==> config.mk <==
export PLATFORM = sky130hd
export DESIGN_NAME = fmp_top
export DESIGN_NICKNAME = d
export VERILOG_FILES = /design/src/core/fmp_pkg.sv /design/src/core/fmp_top.sv
export VERILOG_INCLUDE_DIRS = /design/src /design/src/core
export SDC_FILE = /design/constraint.sdc
export NUM_CORES = 1
export LEC_CHECK = 0
export BUFFER_PORTS_ARGS = -buffer_cell sky130_fd_sc_hd__buf_2
export CORE_MARGIN = 2
export CORE_UTILIZATION = 48
export DETAILED_ROUTE_END_ITERATION = 16
export PLACE_DENSITY = 0.9
export SYNTH_ARGS = -nofsm -noshare
export SYNTH_HDL_FRONTEND = slang
export SYNTH_SLANG_ARGS = --single-unit
==> constraint.sdc <==
create_clock -name hclk -period 2.9 [get_ports hclk]
set_clock_uncertainty 0.2 [all_clocks]
set_input_delay 0.145 -clock hclk [delete_from_list [all_inputs] [get_ports hclk]]
set_output_delay 0.145 -clock hclk [all_outputs]
set_load 0.03 [all_outputs]
==> src/core/fmp_consts.svh <==
// register offsets, field positions, reset values and mapping constants
`ifndef FMP_CONSTS_SVH
`define FMP_CONSTS_SVH
`define FMP_IDX_CLKDIV 4'h0
`define FMP_IDX_SEC 4'h1
`define FMP_IDX_RSVD_A 4'h2
`define FMP_IDX_CNFG 4'h3
`define FMP_IDX_PROT 4'h4
`define FMP_IDX_STAT 4'h5
`define FMP_IDX_CMD 4'h6
`define FMP_IDX_RSVD_B 4'h7
`define FMP_IDX_TADDR_HI 4'h8
`define FMP_IDX_TADDR_LO 4'h9
`define FMP_IDX_TDATA_HI 4'hA
`define FMP_IDX_TDATA_LO 4'hB
`define FMP_IDX_RSVD_C 4'hC
`define FMP_IDX_RSVD_D 4'hD
`define FMP_IDX_RSVD_E 4'hE
`define FMP_IDX_RSVD_F 4'hF
`define FMP_BIT_LOADED 7
`define FMP_BIT_PRESCALE 6
`define FMP_BIT_KEY_WRITE_ACCESS 5
`define FMP_BIT_POPEN 7
`define FMP_BIT_HDIS 5
`define FMP_BIT_LDIS 2
`define FMP_BIT_PROTECT_VIOLATION_FLAG 5
`define FMP_BIT_ACCESS_ERROR_FLAG 4
`define FMP_CNFG_WMASK 8'hC0
`define FMP_CMD_WMASK 8'h65
`define FMP_KEY_ENABLED 2'h2
`define FMP_RST_BYTE 8'h00
`define FMP_PRE_LAST 3'h7
`define FMP_PAGE_LOW 8'h3E
`define FMP_PAGE_HIGH 8'h3F
`define FMP_PAGE_BASE 6'h0F
`define FMP_WIN_LOW 2'h1
`define FMP_WIN_PAGED 2'h2
`define FMP_WIN_HIGH 2'h3
`define FMP_LOW_BASE 14'h0400
`define FMP_HIGH_BASE 14'h0800
`define FMP_KEY_FIRST 16'hFF00
`define FMP_KEY_LAST 16'hFF07
`define FMP_CFG_PROT 16'hFF0D
`define FMP_CFG_SEC 16'hFF0F
`define FMP_HTRANS_NONSEQ 2'h2
`endif

==> src/core/fmp_pkg.sv <==
// types of the flash map, protection and divider front end
package fmp_pkg;
    typedef struct packed {
        logic [7:0] clkdiv;
        logic [7:0] sec;
        logic [7:0] cnfg;
        logic [7:0] prot;
        logic [1:0] err;
        logic [7:0] cmd;
        logic cfg_done;
        logic w_pend;
        logic [3:0] w_idx;
        logic [31:0] rdata;
        logic ready;
        logic osc_s1;
        logic osc_s2;
        logic osc_s3;
        logic [2:0] pre_cnt;
        logic [5:0] div_cnt;
        logic ftick;
        logic cmd_go;
        logic [15:0] arr_addr;
        logic arr_hit;
        logic arr_prot;
        logic key_area;
        logic cfg_area;
    } fmp_state_t;
endpackage

==> src/core/fmp_top.sv <==
// flash map decode, protection regions, register window and clock divider
// Behaviour
// - array reads answered for cpu addresses 0x4000 to 0xFFFF, three windows
// - window 0x8000-0xBFFF maps the page named by page select
// - page select 0x3C..0x3F picks array pages 0x0000..0xC000
// - fixed windows map to pages 0x3E and 0x3F, also seen paged
// - low region from array start, ends 0x43FF/0x47FF/0x4FFF/0x5FFF
// - high region down from array end, starts 0xF800/0xF000/0xE000/0xC000
// - same regions apply when pages 0x3E/0x3F are reached paged
// - remaining addresses protectable so whole array can be locked
// - backdoor key lives at array addresses 0xFF00-0xFF07
// - default protection comes from configuration byte 0xFF0D
// - security and options come from configuration byte 0xFF0F
// - sixteen byte registers decoded at word offsets 0x00 to 0x3C
// - divider readable; bits 6-0 take first write only; bit 7 unwritable
// - loaded flag cleared by reset, set by first divider write
// - prescale bit set divides oscillator by 8 before divider
// - overall divide ratio reaches at most 512
// - factory test registers read zero and ignore writes
// - security register loaded at reset, readable, never writable
// - protection register loaded at reset from byte 0xFF0D
// - key access bit writable only while backdoor enable is enabled
// - backdoor enable value 10 is enabled, others disabled
`timescale 1ns/1ps
`include "fmp_consts.svh"

module fmp_top (
    input wire logic hclk,
    input wire logic hresetn,
    input wire logic hsel,
    input wire logic [31:0] haddr,
    input wire logic [1:0] htrans,
    input wire logic hwrite,
    input wire logic [2:0] hsize,
    input wire logic [31:0] hwdata,
    input wire logic hready,
    output logic [31:0] hrdata,
    output logic hreadyout,
    output logic hresp,
    input wire logic osc_clk,
    input wire logic [7:0] page_select,
    input wire logic acc_valid,
    input wire logic [15:0] acc_addr,
    input wire logic [7:0] cfg_prot_byte,
    input wire logic [7:0] cfg_sec_byte,
    input wire logic buffer_empty_flag,
    input wire logic all_done_flag,
    input wire logic viol_event,
    input wire logic err_event,
    output logic [15:0] arr_addr,
    output logic arr_hit,
    output logic arr_protected,
    output logic key_area,
    output logic cfg_area,
    output logic flash_tick,
    output logic cmd_start,
    output logic [7:0] operation_command,
    output logic [7:0] interrupt_and_key_config,
    output logic [7:0] security_state
);
    import fmp_pkg::*;

    fmp_state_t st_reg;
    fmp_state_t st_next;
    logic addr_ph;
    logic [3:0] a_idx;
    logic [1:0] win;
    logic [7:0] page;
    logic [7:0] wbyte;
    logic osc_edge;
    logic pre_edge;

    // ****************************************
    // helpers
    // ****************************************
    // page reached through cpu window, zero when outside the array
    function automatic logic [7:0] page_of(input logic [1:0] w, input logic [7:0] ps);
        logic [7:0] p;
        p = 8'h00;
        unique case (w)
            `FMP_WIN_LOW: p = `FMP_PAGE_LOW;
            `FMP_WIN_HIGH: p = `FMP_PAGE_HIGH;
            `FMP_WIN_PAGED: p = (ps[7:2] == `FMP_PAGE_BASE) ? ps : 8'h00;
            2'h0: p = 8'h00;
        endcase
        return p;
    endfunction

    // program or erase protection for one page offset
    function automatic logic prot_of(input logic [7:0] p, input logic [13:0] off,
                                     input logic [7:0] pr);
        logic lo;
        logic hi;
        lo = (p == `FMP_PAGE_LOW) && !pr[`FMP_BIT_LDIS]
             && (off < (`FMP_LOW_BASE << pr[1:0]));
        hi = (p == `FMP_PAGE_HIGH) && !pr[`FMP_BIT_HDIS]
             && (off >= 14'((15'h4000 - (15'(`FMP_HIGH_BASE) << pr[4:3]))));
        return pr[`FMP_BIT_POPEN] ? (lo || hi) : 1'b1;
    endfunction

    // register readback
    function automatic logic [7:0] read_of(input logic [3:0] i, input fmp_state_t s,
                                           input logic be, input logic cd);
        logic [7:0] v;
        v = 8'h00;
        unique case (i)
            `FMP_IDX_CLKDIV: v = s.clkdiv;
            `FMP_IDX_SEC: v = s.sec;
            `FMP_IDX_CNFG: v = s.cnfg;
            `FMP_IDX_PROT: v = s.prot;
            `FMP_IDX_STAT: v = {be, cd, s.err, 4'h0};
            `FMP_IDX_CMD: v = s.cmd;
            default: v = 8'h00;
        endcase
        return v;
    endfunction

    assign addr_ph = hsel && hready && (htrans == `FMP_HTRANS_NONSEQ);
    assign a_idx = haddr[5:2];
    assign win = acc_addr[15:14];
    assign page = page_of(win, page_select);
    assign wbyte = hwdata[7:0];
    assign osc_edge = st_reg.osc_s2 && !st_reg.osc_s3;
    assign pre_edge = osc_edge
        && (!st_reg.clkdiv[`FMP_BIT_PRESCALE] || st_reg.pre_cnt == `FMP_PRE_LAST);

    // ****************************************
    // next state
    // ****************************************
    always_comb begin
        st_next = st_reg;
        st_next.cmd_go = 1'b0;
        st_next.ftick = 1'b0;
        st_next.ready = 1'b1;
        st_next.osc_s1 = osc_clk;
        st_next.osc_s2 = st_reg.osc_s1;
        st_next.osc_s3 = st_reg.osc_s2;
        // config bytes caught after reset release
        if (!st_reg.cfg_done) begin
            st_next.cfg_done = 1'b1;
            st_next.sec = cfg_sec_byte;
            st_next.prot = cfg_prot_byte;
        end
        // sticky errors, set wins over clear
        if (st_reg.w_pend && st_reg.w_idx == `FMP_IDX_STAT) begin
            st_next.err = st_reg.err & ~wbyte[`FMP_BIT_PROTECT_VIOLATION_FLAG:`FMP_BIT_ACCESS_ERROR_FLAG];
        end
        if (viol_event) begin
            st_next.err[1] = 1'b1;
        end
        if (err_event) begin
            st_next.err[0] = 1'b1;
        end
        // data phase write, test registers ignore writes
        if (st_reg.w_pend) begin
            unique case (st_reg.w_idx)
                `FMP_IDX_CLKDIV: begin
                    if (!st_reg.clkdiv[`FMP_BIT_LOADED]) begin
                        st_next.clkdiv = {1'b1, wbyte[6:0]};
                    end
                end
                `FMP_IDX_CNFG: begin
                    st_next.cnfg = (wbyte & `FMP_CNFG_WMASK) | (st_reg.cnfg & 8'h20);
                    // key access gated by enable field
                    if (st_reg.sec[7:6] == `FMP_KEY_ENABLED) begin
                        st_next.cnfg[`FMP_BIT_KEY_WRITE_ACCESS] = wbyte[`FMP_BIT_KEY_WRITE_ACCESS];
                    end
                end
                `FMP_IDX_PROT: begin
                    st_next.prot[`FMP_BIT_POPEN] = st_reg.prot[7] & wbyte[7];
                    st_next.prot[6] = st_reg.prot[6];
                    st_next.prot[`FMP_BIT_HDIS] = st_reg.prot[5] & wbyte[5];
                    st_next.prot[`FMP_BIT_LDIS] = st_reg.prot[2] & wbyte[2];
                    if (st_reg.prot[`FMP_BIT_HDIS]) begin
                        st_next.prot[4:3] = wbyte[4:3];
                    end
                    if (st_reg.prot[`FMP_BIT_LDIS]) begin
                        st_next.prot[1:0] = wbyte[1:0];
                    end
                end
                `FMP_IDX_CMD: begin
                    if (st_reg.clkdiv[`FMP_BIT_LOADED]) begin
                        st_next.cmd = wbyte & `FMP_CMD_WMASK;
                        st_next.cmd_go = 1'b1;
                    end else begin
                        st_next.err[0] = 1'b1;
                    end
                end
                default: st_next.w_pend = 1'b0;
            endcase
        end
        st_next.w_pend = addr_ph && hwrite && (haddr[31:6] == 26'h0);
        st_next.w_idx = a_idx;
        if (addr_ph && !hwrite && (haddr[31:6] == 26'h0)) begin
            st_next.rdata = {24'h0,
                read_of(a_idx, st_next, buffer_empty_flag, all_done_flag)};
        end else if (addr_ph) begin
            st_next.rdata = 32'h0;
        end
        // prescaler and divider, idle until loaded
        if (st_reg.clkdiv[`FMP_BIT_LOADED] && osc_edge) begin
            st_next.pre_cnt = 3'(st_reg.pre_cnt + 3'h1);
            if (pre_edge) begin
                if (st_reg.div_cnt == st_reg.clkdiv[5:0]) begin
                    st_next.div_cnt = 6'h00;
                    st_next.ftick = 1'b1;
                end else begin
                    st_next.div_cnt = 6'(st_reg.div_cnt + 6'h01);
                end
            end
        end
        st_next.arr_hit = acc_valid && (page != 8'h00);
        st_next.arr_addr = {page[1:0], acc_addr[13:0]};
        st_next.arr_prot = acc_valid && (page != 8'h00)
            && prot_of(page, acc_addr[13:0], st_reg.prot);
        st_next.key_area = acc_valid && (page == `FMP_PAGE_HIGH)
            && ({2'h3, acc_addr[13:0]} >= `FMP_KEY_FIRST)
            && ({2'h3, acc_addr[13:0]} <= `FMP_KEY_LAST);
        st_next.cfg_area = acc_valid && (page == `FMP_PAGE_HIGH)
            && (({2'h3, acc_addr[13:0]} == `FMP_CFG_PROT)
            || ({2'h3, acc_addr[13:0]} == `FMP_CFG_SEC));
    end

    always_ff @(posedge hclk or negedge hresetn) begin
        if (!hresetn) begin
            st_reg <= '0;
            st_reg.ready <= 1'b1;
        end else begin
            st_reg <= st_next;
        end
    end

    // ****************************************
    // outputs
    // ****************************************
    assign hrdata = st_reg.rdata;
    assign hreadyout = st_reg.ready;
    assign hresp = 1'b0;
    assign arr_addr = st_reg.arr_addr;
    assign arr_hit = st_reg.arr_hit;
    assign arr_protected = st_reg.arr_prot;
    assign key_area = st_reg.key_area;
    assign cfg_area = st_reg.cfg_area;
    assign flash_tick = st_reg.ftick;
    assign cmd_start = st_reg.cmd_go;
    assign operation_command = st_reg.cmd;
    assign interrupt_and_key_config = st_reg.cnfg;
    assign security_state = st_reg.sec;

    // ****************************************
    // checks
    // ****************************************
    a_div_write_once: assert property (@(posedge hclk) disable iff (!hresetn)
        st_reg.clkdiv[7] |=> st_reg.clkdiv[6:0] == $past(st_reg.clkdiv[6:0]))
        else $error("divider field changed after first write");
    a_div_loaded_set: assert property (@(posedge hclk) disable iff (!hresetn)
        st_reg.w_pend && st_reg.w_idx == 4'h0 |=> st_reg.clkdiv[7])
        else $error("loaded flag not set by divider write");
    a_sec_read_only: assert property (@(posedge hclk) disable iff (!hresetn)
        st_reg.cfg_done |=> $stable(st_reg.sec))
        else $error("security register changed after load");
    a_key_acc_gate: assert property (@(posedge hclk) disable iff (!hresetn)
        $rose(st_reg.cnfg[5]) |-> $past(st_reg.sec[7:6]) == 2'h2)
        else $error("key access set while backdoor disabled");
    a_cmd_blocked: assert property (@(posedge hclk) disable iff (!hresetn)
        st_reg.cmd_go |-> st_reg.clkdiv[7])
        else $error("command started before divider loaded");
    a_tick_loaded: assert property (@(posedge hclk) disable iff (!hresetn)
        st_reg.ftick |-> st_reg.clkdiv[7] ##1 !st_reg.ftick)
        else $error("timing tick wrong");
    a_win_high_map: assert property (@(posedge hclk) disable iff (!hresetn)
        acc_valid && acc_addr[15:14] == 2'h3 |=> st_reg.arr_hit && st_reg.arr_addr[15:14] == 2'h3)
        else $error("high fixed window misplaced");
    a_page_map: assert property (@(posedge hclk) disable iff (!hresetn)
        acc_valid && acc_addr[15:14] == 2'h2 && page_select == 8'h3C
        |=> st_reg.arr_hit && st_reg.arr_addr[15:14] == 2'h0)
        else $error("paged window misplaced");
    a_rsvd_zero: assert property (@(posedge hclk) disable iff (!hresetn)
        addr_ph && !hwrite && haddr[31:6] == 26'h0 && haddr[5:2] == 4'h7
        |=> st_reg.rdata == 32'h0)
        else $error("reserved register read nonzero");
    a_low_region: assert property (@(posedge hclk) disable iff (!hresetn)
        acc_valid && acc_addr[15:10] == 6'h10 && st_reg.prot[7] && !st_reg.prot[2]
        |=> st_reg.arr_prot)
        else $error("low region start not protected");
endmodule // fmp_top

== Word-level counts from Yosys, hierarchy flattened ==
Cells that the tools add are included.

* Magnitude comparators: 4
* Add/sub/neg operators: 3
* Equal/unequal tests: 21
* Bitwise logic cells: 6
* Reduce and logical (&&, ||, !) cells: 35
* Muxes and demuxes: 31
* Shifts and indexed selects: 2

{| class="wikitable"
|+ Operator list
! kind !! number
|-
| 2-to-1 mux 32 bit || 2
|-
| 2-to-1 mux 8 bit || 8
|-
| one-hot mux 8 bit (6 select lines) || 1
|-
| one-hot mux 8 bit (4 select lines) || 1
|-
| == test 14 bit, second input constant || 2
|-
| zero test 26 bit || 1
|-
| == test 4 x 3 -> 1 bit, second input constant || 6
|-
| logical AND 1 bit || 20
|-
| 2-to-1 mux 9 bit || 2
|-
| == test 8 x 6 -> 1 bit, second input constant || 2
|-
| >= comparator 16 bit, second input constant || 1
|-
| less-or-equal comparator 16 bit, second input constant || 1
|-
| 2-to-1 mux 16 bit || 1
|-
| >= comparator 14 bit || 1
|-
| less-than comparator 14 bit || 1
|-
| << shifter 11 x 2 -> 14 bit, first input constant || 1
|-
| << shifter 12 x 2 -> 14 bit, first input constant || 1
|-
| subtractor 1 x 14 -> 14 bit, first input constant || 1
|-
| 2-to-1 mux 1 bit || 11
|-
| == test 2 bit, second input constant || 4
|-
| == test 4 x 2 -> 1 bit, second input constant || 2
|-
| zero test 4 bit || 2
|-
| bitwise OR 8 x 6 -> 8 bit || 1
|-
| nonzero test 8 bit || 1
|-
| other kinds (18) || 28
|}

* Input bits: 120
* Flip-flop bits (word level): 114

== Longest topological paths before layout ==
* Depth in word-level cells: 9
* Gate-level depth with buffers: 7

== Least setup slack after synthesis ==
Ideal clock, no wire load.

* Path type: register to register
* Start: register st_reg[69] in the netlist's numbering
* End: register st_reg (netlist bit hrdata[7])
* Setup slack: 0.685 ns
* Setup time: 0.136 ns
* Path buffers: 0
* Data arrival time: 1.879 ns
* Data required time: 2.564 ns
* Stages on the path, launching flop included: 6
* Path through: dfrtp_1 or3b_2 nor2_1 mux2_2 a221oi_1 o211ai_1

{| class="wikitable"
|+ RTL lines
! what !! line !! source
|-
| start: declaration || fmp_top.sv:63 || <nowiki>fmp_state_t st_reg;</nowiki>
|-
| start signal: assignment || fmp_top.sv:229 || <nowiki>st_reg <= st_next;</nowiki>
|}

==> flow_summary_export.csv <==
group,metric,value,unit
global_routing,grt_pass1_vias,3765,
timing,finalMaxSlewViolations,0,
timing,report.final.setup_viol,0,
timing,worstMarginPinSlew,1110,ps
timing,max_slew_margin,26.3,%
routing,drtPass1Iterations,5,
clocking,clock_tree_from_tritoncts,"yes",
setup_path,crit_arrival,2390,ps
setup_path,critPathLaunchType,"register",
clocking,clockRootBuffer,"sky130_fd_sc_hd__clkbuf_8",
power_and_ir_drop,pwr-share-clk,30.6,%
synthesis,seq_area_frac_synth,49.6,%
routing,vias,3691,
setup_path,critical_path_cell_by_cell,"or3b_2, nor2_1, buf_4, mux2_2, a221oi_1, o211ai_1",
timing,period_utilization,81.6,%
synthesis,syn-mean-instance-area,11.0,sq um
clocking,cts-htree-levels,3,
power_and_ir_drop,switching_share,27.1,%
timing,fmax,0.422,GHz
clocking,numCtsBuffers,9,
synthesis,synthesis.instances,411,
routing,drtAntennaViolNets,0,
synthesis,netlist-cell-type-count,55,
placed_design,buffer_ports.inserted,144,
power_and_ir_drop,ir_worst_vdd,232,uV
die,design.die.area,10300,sq um
timing,hold_viol,0,
global_routing,antenna_found_initial,0,
power_and_ir_drop,power.sequential.fraction,53.2,%
die,pin_count,200,
synthesis,netlist.area_leader.share,49.6,%
setup_path,path_max_fanout,6,
timing,grt_setup_unrepaired,"false",
final_layout,finalCoreUtilization,61.5,%
synthesis,async_sr_flop_fraction,100,%
synthesis,synth_area_leader,"sky130_fd_sc_hd__dfrtp_1",
final_layout,largest_register_ff_count,34,
setup_path,endpoint_kind,"register",
power_and_ir_drop,proportion_of_power_drawn_by_combinational_gates,16.2,%
timing,final.setup.tns,0,ps
synthesis,yosys_most_used_dff,"sky130_fd_sc_hd__dfrtp_1",
die,coreArea,9200,sq um
synthesis,main_combinational_cell_family_by_area_after_synthesis,"simple AND/OR/NAND/NOR gates",
setup_path,worst_path_largest_cell_delay,490,ps
placed_design,gp_congestion,0.879,
timing,holdWs,27.7,ps
synthesis,synth_compound_gate_area_share,10.4,%
routing,routed_wl,11600,microns
power_and_ir_drop,power.switching,677,uW
synthesis,synth-adder-area-share,2.76,%
min_path,hold_path_class,"in2reg",
synthesis,post_synth_instance_area,4540,sq um
global_routing,wire_length_of_the_first_global_routing_pass,18300,microns
clocking,cts.reportedPaths.clkPinSlew,80,ps
global_routing,maximum_number_of_pins_on_one_net_before_global_route_repair,91,
routing,avgViaCountPerCell,5.39,
timing,final.setup.worst_slack,533,ps
setup_path,req_time_crit_path,2920,ps
final_layout,layout.nets,700,
placed_design,place.detailed.hpwl,8480,microns
routing,drt_first_iter_violations,208,
setup_path,crit_path_class,"reg2reg",
die,floorplan.die.width,101,microns
power_and_ir_drop,cell_internal_pwr,1.82,mW
placed_design,dpl_worst_slack,525,ps
power_and_ir_drop,power_density_of_the_placed_cells,442,nW/um^2
clocking,clock_network_latency_to_the_later_pin_of_the_worst_skew_pair,360,ps
routing,route.detailed.drc,0,
final_layout,num_antenna_cells,0,
die,std_cell_rows,35,
synthesis,synth_xor_xnor_area_share,1.54,%
clocking,cts-root-to-sink-buffers,2,
run,reported_max_cap_violation_count,0,
die,start_util,49.4,%
status,run_status,"completed",
clocking,clkSinkCount,90,
synthesis,post_synth_mux_area_share,7.69,%
die,fp.dieH,101,microns
synthesis,synth.top_cells.by_area,"sky130_fd_sc_hd__dfrtp_1 50%, sky130_fd_sc_hd__buf_4 12%, sky130_fd_sc_hd__mux2_2 6.7%, sky130_fd_sc_hd__nand2_1 2.8%, sky130_fd_sc_hd__ha_1 2.8%",
power_and_ir_drop,fin_total_pwr,2.50,mW
routing,routedWlPerCell,16.9,microns
synthesis,yosysWarnings,0,
timing,layout_min_cycle_time,2370,ps
global_routing,grt.total_usage,23.3,%
final_layout,layout_cells_sized_above_1,34.5,%
power_and_ir_drop,leakage,2.88,nW
setup_path,timing.critical_path.slowest_stage_cell,"sky130_fd_sc_hd__or3b_2",
synthesis,post_synth_and_or_nand_nor_area_fraction,14.1,%
clocking,postCtsSetupRepairBufs,0,
synthesis,synth_enable_flop_cells,0,
synthesis,yosys_register_bits,90,
global_routing,grt_overflow,0,
final_layout,area_delta_synth_final,24.5,%
[path summary, 6_finish.rpt]
kind	endpoint	from	slack, ps	cells after the start
worst max-delay path	hrdata[7]$_DFFE_PN0P_	st_reg[69]$_DFF_PN0_	530	6
worst min-delay path	st_reg[84]$_DFF_PN0_	cfg_prot_byte[1]	30	5
worst max register to register	hrdata[7]$_DFFE_PN0P_	st_reg[69]$_DFF_PN0_	530	6
worst min register to register	st_next[31]$_DFF_PN0_	st_next[32]$_DFF_PN0_	150	0
max in group asynchronous	interrupt_and_key_config[6]$_DFF_PN0_	hresetn	1460	2
min in group asynchronous	arr_addr[1]$_DFF_PN0_	hresetn	330	2
[logic make-up after synthesis]
group,Yosys count
flops,90
compound gates,66
xor+xnor,8
mux,31
buf+inv,90
fa+ha+maj,10
simple gates,114
other cells,2
[final cells by class]
cell class | instances | area [sq um]
fillers | 743 | 3540
flip-flops and latches | 90 | 2250
multi-input cells | 256 | 1760
repair buffers | 202 | 1290
clock buffers | 13 | 159
well taps | 111 | 139
inverters | 11 | 41.3
clock inverters | 2 | 12.5
[synthesized netlist by cell type, types with 3 or more instances]
library cell,instances
sky130_fd_sc_hd__or4_1,3
sky130_fd_sc_hd__and3_1,9
sky130_fd_sc_hd__buf_4,74
sky130_fd_sc_hd__clkbuf_1,3
sky130_fd_sc_hd__a221o_1,3
sky130_fd_sc_hd__mux2_2,27
sky130_fd_sc_hd__a31oi_1,4
sky130_fd_sc_hd__xor2_1,6
sky130_fd_sc_hd__a21o_1,4
sky130_fd_sc_hd__inv_1,11
sky130_fd_sc_hd__a21oi_1,6
sky130_fd_sc_hd__dfrtp_1,90
sky130_fd_sc_hd__and2_1,3
sky130_fd_sc_hd__nand2_1,34
sky130_fd_sc_hd__a211oi_1,3
sky130_fd_sc_hd__nor2b_1,13
sky130_fd_sc_hd__nor2_1,13
sky130_fd_sc_hd__nand3_1,7
sky130_fd_sc_hd__a221oi_1,5
sky130_fd_sc_hd__nor4_1,7
sky130_fd_sc_hd__a22oi_1,7
sky130_fd_sc_hd__ha_1,10
sky130_fd_sc_hd__or2_2,3
sky130_fd_sc_hd__o21ai_0,14
sky130_fd_sc_hd__mux2i_1,3
sky130_fd_sc_hd__nand2b_1,3
sky130_fd_sc_hd__a22o_1,3
sky130_fd_sc_hd__a32oi_1,5
[power groups by stage]
stage,clock network [mW],logic [mW],registers (mW)
6_report,0.765,0.405,1.33
3_5_place_dp,0,0.347,1.35
4_1_cts,0.783,0.402,1.33
2_1_floorplan,0,0.252,1.35
3_3_place_gp,0,0.339,1.35
5_1_grt,0.833,0.441,1.33
[per-layer routing]
metal | wire [microns] | track usage (%)
met1 | 4520 | 27.4
met5 | 0 | 0
met3 | 862 | 3.93
met4 | 367 | 9.77
met2 | 5860 | 41.9
[layout by cell type (no fill, tap or decap), drive strengths merged, types with 13 or more instances in the layout]
cell	netlist	final
conb	2	27
mux2	28	28
clkbuf	3	13
o21ai	14	14
nor2b	13	13
nand2	34	34
dfrtp	90	90
dlygate4sd3	0	53
nor2	13	13
buf	76	149
[worst max-delay path: cells and delay by family, from the launching register on]
kind                   cells  cell delay (ps)
and+or+nand+nor            2              710
AOI/OAI and AO/OA          2              400
DFF                        1              390
muxes                      1              350
buffers and inverters      1              190
[through the flow]
step / cell area (sq um) / std cells
2_1_floorplan: 4630 / 436
3_3_place_gp: 4950 / 617
3_5_place_dp: 4950 / 617
4_1_cts: 5650 / 685
5_1_grt: 5650 / 685
6_report: 5650 / 685
[repair_timing]
action                                 in CTS  in global routing
hold buffers                               53                  0
endpoints found under the hold margin     149                  0
gates resized for setup                     0                  0
No activity file was read; power rests on OpenSTA's default activity.
